File: src/scs_pkg.sv
package scs_pkg;

	localparam int CLK_MHZ = 200;

	// Register offsets.
	localparam logic [7:0] ADDR_FAULT_STATUS  = 8'h00;
	localparam logic [7:0] ADDR_OCP_FLAG_CFG  = 8'h08;
	localparam logic [7:0] ADDR_EXT_FLAG_CFG  = 8'h0a;
	localparam logic [7:0] ADDR_ACC_OCP_DEB   = 8'h0e;
	localparam logic [7:0] ADDR_LOCAL_V       = 8'h15;
	localparam logic [7:0] ADDR_REMOTE_V      = 8'h17;
	localparam logic [7:0] ADDR_OUT_CURRENT   = 8'h18;
	localparam logic [7:0] ADDR_PRI_TRIM      = 8'h21;
	localparam logic [7:0] ADDR_OCP_LIMITS    = 8'h22;
	localparam logic [7:0] ADDR_CS_CFG        = 8'h27;
	localparam logic [7:0] ADDR_VSB_CFG       = 8'h28;
	localparam logic [7:0] ADDR_SUPPLY_ON     = 8'h2c;
	localparam logic [7:0] ADDR_PIN_POL       = 8'h2d;
	localparam logic [7:0] ADDR_TOPOLOGY      = 8'h40;
	localparam logic [7:0] ADDR_PWM1_EDGE     = 8'h42;
	localparam logic [7:0] ADDR_PWM2_EDGE     = 8'h46;
	localparam logic [7:0] ADDR_PWM3_EDGE     = 8'h4a;
	localparam logic [7:0] ADDR_PWM4_EDGE     = 8'h4e;
	localparam logic [7:0] ADDR_LINE_TRIM     = 8'h5e;
	localparam logic [7:0] ADDR_FF_CFG        = 8'h75;
	localparam logic [7:0] ADDR_FILTER_LATCH  = 8'h7f;

	// Field positions.
	localparam int BIT_SUPPLY_ON    = 5;
	localparam int BIT_STAT_OFF     = 7;
	localparam int BIT_STAT_ORING   = 6;
	localparam int BIT_STAT_SR      = 3;
	localparam int BIT_SENSE_HIGH   = 2;
	localparam int BIT_EXT_ROUTE    = 4;
	localparam int BIT_EXT_POL      = 2;
	localparam int BIT_FF_EN        = 2;
	localparam int BIT_FILTER_LATCH = 3;
	localparam int BIT_VSB_EN       = 6;
	localparam int BIT_VSB_LEB      = 5;
	localparam int BIT_VSB_HALF     = 3;
	localparam int MEAS_LSB         = 4;

	// Values after reset.
	localparam logic [7:0] RST_BYTE = 8'h00;
	localparam logic [15:0] RST_WORD = 16'h0000;

	// Timing steps, figures in ns, converted to clock cycles.
	localparam int BLANK_STEP_NS   = 40;
	localparam int FAST_DEB_NS     = 20;
	localparam int ACC_DEB_NS      = 100;
	localparam int LEB_NS          = 50;
	localparam int BLANK_STEP_CYC  = (BLANK_STEP_NS * CLK_MHZ + 999) / 1000;
	localparam int FAST_DEB_CYC    = (FAST_DEB_NS * CLK_MHZ + 999) / 1000;
	localparam int ACC_DEB_CYC     = (ACC_DEB_NS * CLK_MHZ + 999) / 1000;
	localparam int LEB_CYC         = (LEB_NS * CLK_MHZ + 999) / 1000;

	// Selection code times step size, used by every programmable delay.
	function automatic logic [15:0] scs_code_cycles(input logic [2:0] code,
		input int step);
		scs_code_cycles = 16'(int'(code) * step);
	endfunction

endpackage

File: src/scs_debounce.sv
`timescale 1ns/100ps
module scs_debounce
	import scs_pkg::*;
(
	input  wire logic        clk_i,
	input  wire logic        rst_n_i,
	input  wire logic        step_i,
	input  wire logic        level_i,
	input  wire logic [15:0] limit_i,
	output logic             hit_o
);
	logic [15:0] cnt_reg;

	// The count saturates at the limit so a long fault cannot wrap it.
	always_ff @(posedge clk_i or negedge rst_n_i)
	begin
		if (!rst_n_i)
		begin
			cnt_reg <= RST_WORD;
			hit_o   <= 1'b0;
		end
		else if (step_i)
		begin
			if (!level_i)
			begin
				cnt_reg <= RST_WORD;
				hit_o   <= 1'b0;
			end
			else
			begin
				if (cnt_reg < limit_i)
					cnt_reg <= cnt_reg + 16'h0001;
				hit_o <= ({1'b0, cnt_reg} + 17'h00001) >= {1'b0, limit_i};
			end
		end
	end
endmodule

File: src/scs_regs.sv
// Operation
// - Bit five of on register switches supply.
// - Report local voltage sample, bits fifteen-four.
// - Report remote differential voltage, bits fifteen-four.
// - Report output current sense drop, bits fifteen-four.
// - Supply off disables PWM, sets sticky status.
// - Rectifier disabled status from three causes.
// - Status bit six shows fast switch disabled.
// - Topology change moves all PWM frequencies.
// - Sense location selects high or low side.
// - Feed-forward gain; loop enabled by bit two.
// - Latch bit applies pending filter settings together.
// - External flag polarity selected by bit two.
// - Route external flag to fast comparator or pin.
// - Fast overcurrent blanking and debounce selected.
// - Fast flag after consecutive tripped switching cycles.
// - Accurate overcurrent threshold compare with debounce.
// - Each fault has timing bit and action.
// - Volt-second balance enable and gain.
// - Per-output rising edge starts balance integration.
// - Leading-edge blanking on selected rising edges.
// - Limit current sampling below half cycle.
// - Apply primary and line gain trims.
`timescale 1ns/100ps
module scs_regs
	import scs_pkg::*;
(
	input  wire logic        clk_i,
	input  wire logic        rst_n_i,
	input  wire logic [7:0]  reg_addr_i,
	input  wire logic [7:0]  reg_wdata_i,
	input  wire logic        reg_wr_i,
	input  wire logic        reg_rd_i,
	output logic      [15:0] reg_rdata_o,
	output logic             reg_rvalid_o,
	input  wire logic        meas_valid_i,
	input  wire logic [11:0] local_v_i,
	input  wire logic [11:0] remote_v_i,
	input  wire logic [11:0] out_current_i,
	input  wire logic        supply_fault_off_i,
	input  wire logic        sr_user_disable_i,
	input  wire logic        light_load_i,
	input  wire logic        flag_sr_disable_i,
	input  wire logic        oring_fast_dis_i,
	input  wire logic        ext_flag_pin_i,
	input  wire logic        fast_ocp_cmp_i,
	input  wire logic [4:0]  pri_current_i,
	input  wire logic        switch_cycle_start_i,
	input  wire logic [3:0]  pwm_rise_i,
	output logic             supply_on_o,
	output logic             pwm_enable_o,
	output logic      [5:0]  topology_o,
	output logic             freq_update_o,
	output logic             sense_high_side_o,
	output logic      [1:0]  ff_gain_o,
	output logic             ff_enable_o,
	output logic             filter_latch_o,
	output logic             ext_to_fast_ocp_o,
	output logic             ext_flag_o,
	output logic             fast_ocp_flag_o,
	output logic             acc_ocp_flag_o,
	output logic      [3:0]  ext_flag_cfg_o,
	output logic      [3:0]  fast_ocp_cfg_o,
	output logic      [3:0]  acc_ocp_cfg_o,
	output logic             vsb_enable_o,
	output logic      [1:0]  vsb_gain_o,
	output logic             vsb_start_o,
	output logic             cs_blank_o,
	output logic             cs_sample_ok_o,
	output logic      [7:0]  pri_gain_trim_o,
	output logic      [7:0]  line_gain_trim_o
);
	logic [7:0]  ocp_flag_cfg_reg;
	logic [7:0]  ext_flag_cfg_reg;
	logic [7:0]  acc_deb_reg;
	logic [15:0] local_v_reg;
	logic [15:0] remote_v_reg;
	logic [15:0] out_cur_reg;
	logic [7:0]  pri_trim_reg;
	logic [7:0]  ocp_limits_reg;
	logic [7:0]  cs_cfg_reg;
	logic [7:0]  vsb_cfg_reg;
	logic [7:0]  supply_reg;
	logic [7:0]  pin_pol_reg;
	logic [7:0]  line_trim_reg;
	logic [7:0]  ff_pend_reg;
	logic [7:0]  edge_reg [4];
	logic        off_flag_reg;
	logic        oring_flag_reg;
	logic        sr_flag_reg;
	logic        supply_on_prev_reg;
	logic        wr_hit_status;
	logic        wr_topology;
	logic        wr_latch;
	logic [3:0]  edge_sel;
	logic [15:0] blank_reg;
	logic        fast_trip;
	logic        fast_deb_hit;
	logic        trip_seen_reg;
	logic        ext_active;
	logic [15:0] rd_next;

	function automatic logic wr_at(input logic [7:0] addr);
		wr_at = reg_wr_i && reg_addr_i == addr;
	endfunction

	// The decode reads the strobe inside the function, so it lives in a
	// process that also wakes on what the function reads.
	always_comb
	begin
		wr_hit_status = wr_at(ADDR_FAULT_STATUS);
		wr_topology   = wr_at(ADDR_TOPOLOGY);
		wr_latch      = wr_at(ADDR_FILTER_LATCH) &&
			reg_wdata_i[BIT_FILTER_LATCH];
	end
	assign ext_active    = ext_flag_pin_i ^ pin_pol_reg[BIT_EXT_POL];

	always_ff @(posedge clk_i or negedge rst_n_i)
	begin
		if (!rst_n_i)
		begin
			ocp_flag_cfg_reg <= RST_BYTE;
			ext_flag_cfg_reg <= RST_BYTE;
			acc_deb_reg      <= RST_BYTE;
			pri_trim_reg     <= RST_BYTE;
			ocp_limits_reg   <= RST_BYTE;
			cs_cfg_reg       <= RST_BYTE;
			vsb_cfg_reg      <= RST_BYTE;
			supply_reg       <= RST_BYTE;
			pin_pol_reg      <= RST_BYTE;
			line_trim_reg    <= RST_BYTE;
			ff_pend_reg      <= RST_BYTE;
			for (int i = 0; i < 4; i++)
				edge_reg[i] <= RST_BYTE;
		end
		else if (reg_wr_i)
		begin
			// Read-only offsets fall through untouched.
			unique case (reg_addr_i)
				ADDR_OCP_FLAG_CFG: ocp_flag_cfg_reg <= reg_wdata_i;
				ADDR_EXT_FLAG_CFG: ext_flag_cfg_reg <= reg_wdata_i;
				ADDR_ACC_OCP_DEB:  acc_deb_reg      <= reg_wdata_i;
				ADDR_PRI_TRIM:     pri_trim_reg     <= reg_wdata_i;
				ADDR_OCP_LIMITS:   ocp_limits_reg   <= reg_wdata_i;
				ADDR_CS_CFG:       cs_cfg_reg       <= reg_wdata_i;
				ADDR_VSB_CFG:      vsb_cfg_reg      <= reg_wdata_i;
				ADDR_SUPPLY_ON:    supply_reg       <= reg_wdata_i;
				ADDR_PIN_POL:      pin_pol_reg      <= reg_wdata_i;
				ADDR_LINE_TRIM:    line_trim_reg    <= reg_wdata_i;
				ADDR_FF_CFG:       ff_pend_reg      <= reg_wdata_i;
				ADDR_PWM1_EDGE:    edge_reg[0]      <= reg_wdata_i;
				ADDR_PWM2_EDGE:    edge_reg[1]      <= reg_wdata_i;
				ADDR_PWM3_EDGE:    edge_reg[2]      <= reg_wdata_i;
				ADDR_PWM4_EDGE:    edge_reg[3]      <= reg_wdata_i;
				default:           ;
			endcase
		end
	end

	// Whole words are loaded on one edge, so a read never sees a torn value.
	always_ff @(posedge clk_i or negedge rst_n_i)
	begin
		if (!rst_n_i)
		begin
			local_v_reg  <= RST_WORD;
			remote_v_reg <= RST_WORD;
			out_cur_reg  <= RST_WORD;
		end
		else if (meas_valid_i)
		begin
			local_v_reg  <= {local_v_i, 4'h0};
			remote_v_reg <= {remote_v_i, 4'h0};
			out_cur_reg  <= {out_current_i, 4'h0};
		end
	end

	// Off flag is sticky until the supply bit is raised again.
	always_ff @(posedge clk_i or negedge rst_n_i)
	begin
		if (!rst_n_i)
		begin
			supply_on_prev_reg <= 1'b0;
			off_flag_reg       <= 1'b1;
			oring_flag_reg     <= 1'b0;
			sr_flag_reg        <= 1'b0;
			supply_on_o        <= 1'b0;
			pwm_enable_o       <= 1'b0;
		end
		else
		begin
			supply_on_prev_reg <= supply_reg[BIT_SUPPLY_ON];
			supply_on_o        <= supply_reg[BIT_SUPPLY_ON];
			pwm_enable_o       <= supply_reg[BIT_SUPPLY_ON] &&
				!supply_fault_off_i && !off_flag_reg;
			if (!supply_reg[BIT_SUPPLY_ON] || supply_fault_off_i)
				off_flag_reg <= 1'b1;
			else if (!supply_on_prev_reg)
				off_flag_reg <= 1'b0;
			// Hardware set wins over a host write in the same cycle.
			if (oring_fast_dis_i)
				oring_flag_reg <= 1'b1;
			else if (wr_hit_status)
				oring_flag_reg <= reg_wdata_i[BIT_STAT_ORING];
			sr_flag_reg <= sr_user_disable_i || light_load_i ||
				flag_sr_disable_i;
		end
	end

	always_ff @(posedge clk_i or negedge rst_n_i)
	begin
		if (!rst_n_i)
		begin
			topology_o    <= 6'h00;
			freq_update_o <= 1'b0;
		end
		else
		begin
			freq_update_o <= wr_topology && reg_wdata_i[5:0] != topology_o;
			if (wr_topology)
				topology_o <= reg_wdata_i[5:0];
		end
	end

	// Filter settings take effect only on the latch strobe.
	always_ff @(posedge clk_i or negedge rst_n_i)
	begin
		if (!rst_n_i)
		begin
			ff_gain_o      <= 2'h0;
			ff_enable_o    <= 1'b0;
			filter_latch_o <= 1'b0;
		end
		else
		begin
			filter_latch_o <= wr_latch;
			if (wr_latch)
			begin
				ff_gain_o   <= ff_pend_reg[1:0];
				ff_enable_o <= ff_pend_reg[BIT_FF_EN];
			end
		end
	end

	always_ff @(posedge clk_i or negedge rst_n_i)
	begin
		if (!rst_n_i)
		begin
			sense_high_side_o <= 1'b0;
			ext_to_fast_ocp_o <= 1'b0;
			ext_flag_o        <= 1'b0;
			ext_flag_cfg_o    <= 4'h0;
			fast_ocp_cfg_o    <= 4'h0;
			acc_ocp_cfg_o     <= 4'h0;
			vsb_enable_o      <= 1'b0;
			vsb_gain_o        <= 2'h0;
			pri_gain_trim_o   <= RST_BYTE;
			line_gain_trim_o  <= RST_BYTE;
		end
		else
		begin
			sense_high_side_o <= cs_cfg_reg[BIT_SENSE_HIGH];
			ext_to_fast_ocp_o <= cs_cfg_reg[BIT_EXT_ROUTE];
			ext_flag_o        <= !cs_cfg_reg[BIT_EXT_ROUTE] && ext_active;
			ext_flag_cfg_o    <= ext_flag_cfg_reg[3:0];
			fast_ocp_cfg_o    <= ocp_flag_cfg_reg[7:4];
			acc_ocp_cfg_o     <= ocp_flag_cfg_reg[3:0];
			vsb_enable_o      <= vsb_cfg_reg[BIT_VSB_EN];
			vsb_gain_o        <= vsb_cfg_reg[1:0];
			pri_gain_trim_o   <= pri_trim_reg;
			line_gain_trim_o  <= line_trim_reg;
		end
	end

	// Blanking restarts on each switching cycle; comparator is ignored then.
	always_ff @(posedge clk_i or negedge rst_n_i)
	begin
		if (!rst_n_i)
			blank_reg <= RST_WORD;
		else if (switch_cycle_start_i)
			blank_reg <= scs_code_cycles(ocp_limits_reg[7:5], BLANK_STEP_CYC);
		else if (blank_reg != RST_WORD)
			blank_reg <= blank_reg - 16'h0001;
	end

	assign fast_trip = blank_reg == RST_WORD && !switch_cycle_start_i &&
		(fast_ocp_cmp_i || (cs_cfg_reg[BIT_EXT_ROUTE] && ext_active));

	scs_debounce u_fast_deb (
		.clk_i   (clk_i),
		.rst_n_i (rst_n_i),
		.step_i  (1'b1),
		.level_i (fast_trip),
		.limit_i (scs_code_cycles({1'b0, cs_cfg_reg[7:6]}, FAST_DEB_CYC)),
		.hit_o   (fast_deb_hit)
	);

	always_ff @(posedge clk_i or negedge rst_n_i)
	begin
		if (!rst_n_i)
			trip_seen_reg <= 1'b0;
		else if (switch_cycle_start_i)
			trip_seen_reg <= 1'b0;
		else if (fast_deb_hit)
			trip_seen_reg <= 1'b1;
	end

	scs_debounce u_fast_cycles (
		.clk_i   (clk_i),
		.rst_n_i (rst_n_i),
		.step_i  (switch_cycle_start_i),
		.level_i (trip_seen_reg),
		.limit_i ({14'h0000, cs_cfg_reg[1:0]} + 16'h0001),
		.hit_o   (fast_ocp_flag_o)
	);

	scs_debounce u_acc_deb (
		.clk_i   (clk_i),
		.rst_n_i (rst_n_i),
		.step_i  (1'b1),
		.level_i (pri_current_i >= ocp_limits_reg[4:0]),
		.limit_i (scs_code_cycles(acc_deb_reg[4:2], ACC_DEB_CYC)),
		.hit_o   (acc_ocp_flag_o)
	);

	assign edge_sel = {edge_reg[3][0], edge_reg[2][0], edge_reg[1][0],
		edge_reg[0][0]};

	scs_vsb_window u_vsb (
		.clk_i         (clk_i),
		.rst_n_i       (rst_n_i),
		.pwm_rise_i    (pwm_rise_i),
		.edge_sel_i    (edge_sel),
		.vsb_en_i      (vsb_cfg_reg[BIT_VSB_EN]),
		.leb_en_i      (vsb_cfg_reg[BIT_VSB_LEB]),
		.half_limit_i  (vsb_cfg_reg[BIT_VSB_HALF]),
		.integ_start_o (vsb_start_o),
		.cs_blank_o    (cs_blank_o),
		.sample_ok_o   (cs_sample_ok_o)
	);

	always_comb
	begin
		rd_next = RST_WORD;
		unique case (reg_addr_i)
			ADDR_FAULT_STATUS: rd_next = {8'h00, off_flag_reg, oring_flag_reg,
				2'b00, sr_flag_reg, 3'b000};
			ADDR_OCP_FLAG_CFG: rd_next = {8'h00, ocp_flag_cfg_reg};
			ADDR_EXT_FLAG_CFG: rd_next = {8'h00, ext_flag_cfg_reg};
			ADDR_ACC_OCP_DEB:  rd_next = {8'h00, acc_deb_reg};
			ADDR_LOCAL_V:      rd_next = local_v_reg;
			ADDR_REMOTE_V:     rd_next = remote_v_reg;
			ADDR_OUT_CURRENT:  rd_next = out_cur_reg;
			ADDR_PRI_TRIM:     rd_next = {8'h00, pri_trim_reg};
			ADDR_OCP_LIMITS:   rd_next = {8'h00, ocp_limits_reg};
			ADDR_CS_CFG:       rd_next = {8'h00, cs_cfg_reg};
			ADDR_VSB_CFG:      rd_next = {8'h00, vsb_cfg_reg};
			ADDR_SUPPLY_ON:    rd_next = {8'h00, supply_reg};
			ADDR_PIN_POL:      rd_next = {8'h00, pin_pol_reg};
			ADDR_TOPOLOGY:     rd_next = {10'h000, topology_o};
			ADDR_PWM1_EDGE:    rd_next = {8'h00, edge_reg[0]};
			ADDR_PWM2_EDGE:    rd_next = {8'h00, edge_reg[1]};
			ADDR_PWM3_EDGE:    rd_next = {8'h00, edge_reg[2]};
			ADDR_PWM4_EDGE:    rd_next = {8'h00, edge_reg[3]};
			ADDR_LINE_TRIM:    rd_next = {8'h00, line_trim_reg};
			ADDR_FF_CFG:       rd_next = {8'h00, ff_pend_reg};
			default:           rd_next = RST_WORD;
		endcase
	end

	always_ff @(posedge clk_i or negedge rst_n_i)
	begin
		if (!rst_n_i)
		begin
			reg_rdata_o  <= RST_WORD;
			reg_rvalid_o <= 1'b0;
		end
		else
		begin
			reg_rvalid_o <= reg_rd_i;
			if (reg_rd_i)
				reg_rdata_o <= rd_next;
		end
	end
endmodule

File: src/scs_vsb_window.sv
`timescale 1ns/100ps
module scs_vsb_window
	import scs_pkg::*;
(
	input  wire logic       clk_i,
	input  wire logic       rst_n_i,
	input  wire logic [3:0] pwm_rise_i,
	input  wire logic [3:0] edge_sel_i,
	input  wire logic       vsb_en_i,
	input  wire logic       leb_en_i,
	input  wire logic       half_limit_i,
	output logic            integ_start_o,
	output logic            cs_blank_o,
	output logic            sample_ok_o
);
	logic [15:0] phase_reg;
	logic [15:0] last_len_reg;
	logic [15:0] leb_reg;
	logic        any_rise;
	logic        sel_rise;

	assign any_rise = |pwm_rise_i;
	assign sel_rise = vsb_en_i && |(pwm_rise_i & edge_sel_i);

	// Half-cycle length is half the interval between the last two rising edges on any output.
	always_ff @(posedge clk_i or negedge rst_n_i)
	begin
		if (!rst_n_i)
		begin
			phase_reg    <= RST_WORD;
			last_len_reg <= RST_WORD;
		end
		else if (any_rise)
		begin
			phase_reg    <= RST_WORD;
			last_len_reg <= phase_reg;
		end
		else if (phase_reg != 16'hffff)
			phase_reg <= phase_reg + 16'h0001;
	end

	always_ff @(posedge clk_i or negedge rst_n_i)
	begin
		if (!rst_n_i)
		begin
			leb_reg       <= RST_WORD;
			integ_start_o <= 1'b0;
			cs_blank_o    <= 1'b0;
			sample_ok_o   <= 1'b1;
		end
		else
		begin
			integ_start_o <= sel_rise;
			if (sel_rise && leb_en_i)
				leb_reg <= 16'(LEB_CYC);
			else if (leb_reg != RST_WORD)
				leb_reg <= leb_reg - 16'h0001;
			cs_blank_o  <= (sel_rise && leb_en_i) || leb_reg > 16'h0001;
			sample_ok_o <= !half_limit_i || any_rise ||
				(phase_reg + 16'h0001) < {1'b0, last_len_reg[15:1]};
		end
	end
endmodule

File: config.mk
export PLATFORM = sky130hd
export DESIGN_NAME = scs_regs
export DESIGN_NICKNAME = d
export VERILOG_FILES = /design/src/scs_pkg.sv /design/src/scs_debounce.sv /design/src/scs_regs.sv /design/src/scs_vsb_window.sv
export SDC_FILE = /design/constraint.sdc
export NUM_CORES = 1
export LEC_CHECK = 0
export BUFFER_PORTS_ARGS = -buffer_cell sky130_fd_sc_hd__buf_4
export CAP_MARGIN = 20
export CORE_MARGIN = 5
export CORE_UTILIZATION = 60
export DETAILED_ROUTE_END_ITERATION = 8
export GPL_TIMING_DRIVEN = 0
export PLACE_DENSITY_LB_ADDON = 0.05
export SYNTH_ARGS = -nofsm -noshare
export SYNTH_HDL_FRONTEND = slang
export SYNTH_SLANG_ARGS = --single-unit
File: constraint.sdc
create_clock -name clk_i -period 3 [get_ports clk_i]
set_input_delay 0.9 -clock clk_i [delete_from_list [all_inputs] [get_ports clk_i]]
set_output_delay 0.9 -clock clk_i [all_outputs]
set_load 0.02 [all_outputs]
==> metrics.md <==
| Metric | Value |
|---|---|
| Outcome | finished clean |
| Setup crit end kind | flop |
| Port Buf Inserts | 132 |
| Fillers | 1983 |
| GRT overflow | 0 |
| Antenna viol nets, final | 0 |
| Setup CP Type | input pin to flop |
| Rows | 60 |
| CP max stage delay | 0.48 ns |
| Grt met2 use | 42.2% |
| Place WS | -0.779 ns |
| Total wire length | 41.2 mm |
| Detailed-route DRC error count | 0 |
| Vias per Instance | 6.12 |
| Leading cell types in the layout, fill and taps excluded | dfrtp_1, mux2_2, buf_4, nor2_1, nand2_1 |
| GR Util met3 | 4.95% |
| Largest net degree at the start of global routing | 124 |
| Final setup vio count | 0 |
| Top-Level Pins | 143 |
| CTS buffer count | 37 |
| Mapped Cells | 1446 |
| Commonest non-fill, non-tap cell in the layout | dfrtp_1 |
| Number of global-route vias before repair | 12.4k |
| Layout cell share with drive strength beyond 1 | 24.9% |
| Die Y-Extent | 175 um |
| Actual slew at the worst max-slew pin | 0.963 ns |
| Seq/Total Area, Yosys | 52.3% |
| Maximum clock rate | 0.339 GHz |
| Clock Skew | 0.0148 ns |
| Max reg flops | 32 |
| Clk_lat worst skew | 0.52 ns |
| Reg clk slew, reported paths | 0.06 ns |
| Core area | 26900 um^2 |
| Global-route wire length before repair | 66.9 mm |
| Pins Over Slew Limit | 0 |
| Cts hold-fix bufs | 0 |
| Cell variety after synth | 78 |
| Synth-to-layout area growth | 17.2% |
| GR Util All Layers | 27.1% |
| Die width | 175 um |
| Via count | 12.2k |
| Final hold violation count | 0 |
| Max VDD drop | 0.000472 V |
| Post-DP HPWL | 29.6 mm |
| Tot Pwr | 11.2 mW |
| Met1 Usage GRT | 38.3% |
| Wire per inst | 20.7 um |
| Routability cong. | 0.977 |
| Max_cap viols | 0 |
| Pwr Density | 587 nW/um^2 |
| Synthesized area | 16300 um^2 |
| Avg Cell Area, Syn | 11.3 um^2 |
| Period utilisation layout | 98.4% |
| Crit-path slowest cell | nor2_2 |
| Final Net Count | 1746 |
| Root Driver | clkbuf_16 |
| Most Used Layer, Global Route | met2 |
| Synth Register Bits | 341 |
| Critical Path AT | 3.35 ns |
| Tightest Hold Check Type | input pin to asynchronous set/reset pin |
| Slew headroom | 35.4% |
| Startpoint types | input pin |
| CTS sink cnt | 341 |
| Initial Util | 60.8% |
| H-tree Lvls | 2 |
| Ys flop type | dfrtp_1 |
| Worst EP required | 3.40 ns |
| Maximum clock insertion buffer count | 3 |
| Initial antenna violation count | 1 |
| Crit-path cells | buf_4, clkbuf_1, nor3_1, nand2_1, nor2_2, nand3_1, mux2_2 |
| Crit-path max FO | 10 |
| First DRT Iteration DRCs | 1110 |
| EDFF count, synth | 0 |
| Minimum clock period after layout | 2.95 ns |
| R2R cell count | 11 |
| Number of detailed-route iterations in the first pass | 6 |
| Async SR Flop Fraction | 100% |
| Pleak | 8.79 nW |
| Syn nets | 1571 |
| Post-route setup slack | 0.0479 ns |
| Unrepaired setup endpoints after global routing | false |
| Die area | 30600 um^2 |
| CTS tree | done |
| YS warnings | 0 |
==> per-stage QoR <==
| step | hold WS (ns) | area, um^2 | std cells | setup TNS [ns] | util [%] |
|---|---|---|---|---|---|
| floorplan | 0.364 | 16300 | 1446 | 0 | - |
| global placement | 0.379 | 17700 | 1919 | -758.90 | 66.0 |
| detailed placement | 0.388 | 17800 | 1923 | -53.53 | 66.4 |
| CTS | 0.317 | 19100 | 1989 | 0 | 71.1 |
| global route | 0.334 | 19100 | 1990 | 0 | 71.2 |
| finish | 0.314 | 19100 | 1990 | 0 | 71.2 |
==> cell type report <==
cell class / count / area, um^2 / area share [%]
inverters: 61 / 229 / 1.20
clock buffers: 54 / 1120 / 5.86
diodes: 1 / 2.50 / 0.0131
multi-input cells: 974 / 7320 / 38.3
well taps: 341 / 427 / 2.23
flip-flops and latches: 341 / 8540 / 44.6
repair buffers: 136 / 1090 / 5.69
plain buffers: 70 / 292 / 1.52
clock inverters: 12 / 123 / 0.641
==> where the power goes <==
group	internal [mW]	total, mW	switching [mW]
Clock	2.77	4.59	1.82
Combinational	0.627	1.48	0.856
Sequential	4.90	5.16	0.258
==> layer usage <==
layer / share of wire [%] / up-vias
met3: 6.9 / 112
li1: - / 5599
met5: 0 / -
met2: 46 / 461
met1: 43 / 6014
met4: 3.8 / 0
==> timing repair <==
item | in CTS | in global routing
setup buffers | 0 | 0
gates resized for setup | 3 | 9
gates cloned | 0 | 0
setup endpoints to repair | 32 | 21
pin swaps | 0 | 0
==> final timing paths <==
| check | slack, ns | startpoint | end |
|---|---|---|---|
| min in group clk_i | 0.39 | line_trim_reg[7] | line_gain_trim_o[7] |
| min reg2reg | 0.39 | line_trim_reg[7] | line_gain_trim_o[7] |
| max | 0.05 | reg_addr_i[4] | edge_reg[26] |
| max in group asynchronous | 1.51 | rst_n_i | reg_rdata_o[12] |
| min | 0.31 | rst_n_i | u_vsb.last_len_reg[7] |
| max reg2reg | 0.23 | u_vsb.phase_reg[0] | u_vsb.sample_ok_o |
==> kinds of logic after synthesis <==
logic type	share of synthesized area (%)
multiplexers	12.7
AND/OR/NAND/NOR	14.0
XOR/XNOR	3.91
flip-flops	52.3
AO/OA/AOI/OAI	10.1
adder cells (fa/ha/maj)	3.91
buffers and inverters	3.19
==> critical path, delay by kind of cell <==
family	cells	cell delay, ns
simple gates	4	1.64
buf+inv	2	0.39
mux	1	0.42
==> synthesized netlist by cell type (8+ instances only) <==
library cell | instances | area share, %
a22o_1 | 9 | 0.48
xor2_1 | 24 | 1.3
mux2_2 | 170 | 12
a22oi_1 | 20 | 0.92
nor4_1 | 20 | 0.77
or3_1 | 8 | 0.31
clkbuf_1 | 51 | 1.2
mux2i_1 | 11 | 0.67
ha_1 | 51 | 3.9
a32oi_1 | 11 | 0.59
nor2_1 | 109 | 2.5
nand2_1 | 76 | 1.7
buf_2 | 8 | 0.25
nor2b_1 | 15 | 0.57
a222oi_1 | 8 | 0.49
a21o_1 | 8 | 0.37
a21oi_1 | 52 | 1.6
nand3_1 | 52 | 1.6
nand2b_1 | 12 | 0.46
a31oi_1 | 16 | 0.61
nand3b_1 | 8 | 0.37
inv_1 | 61 | 1.4
and3_1 | 11 | 0.42
o21ai_0 | 45 | 1.4
buf_1 | 8 | 0.18
dfrtp_1 | 339 | 52
nand4_1 | 14 | 0.54
nor3_1 | 27 | 0.83
xnor2_1 | 49 | 2.6
a221oi_1 | 10 | 0.54
a211oi_1 | 9 | 0.41
and2_1 | 27 | 1.0
Power figures use the tool's default switching activity.
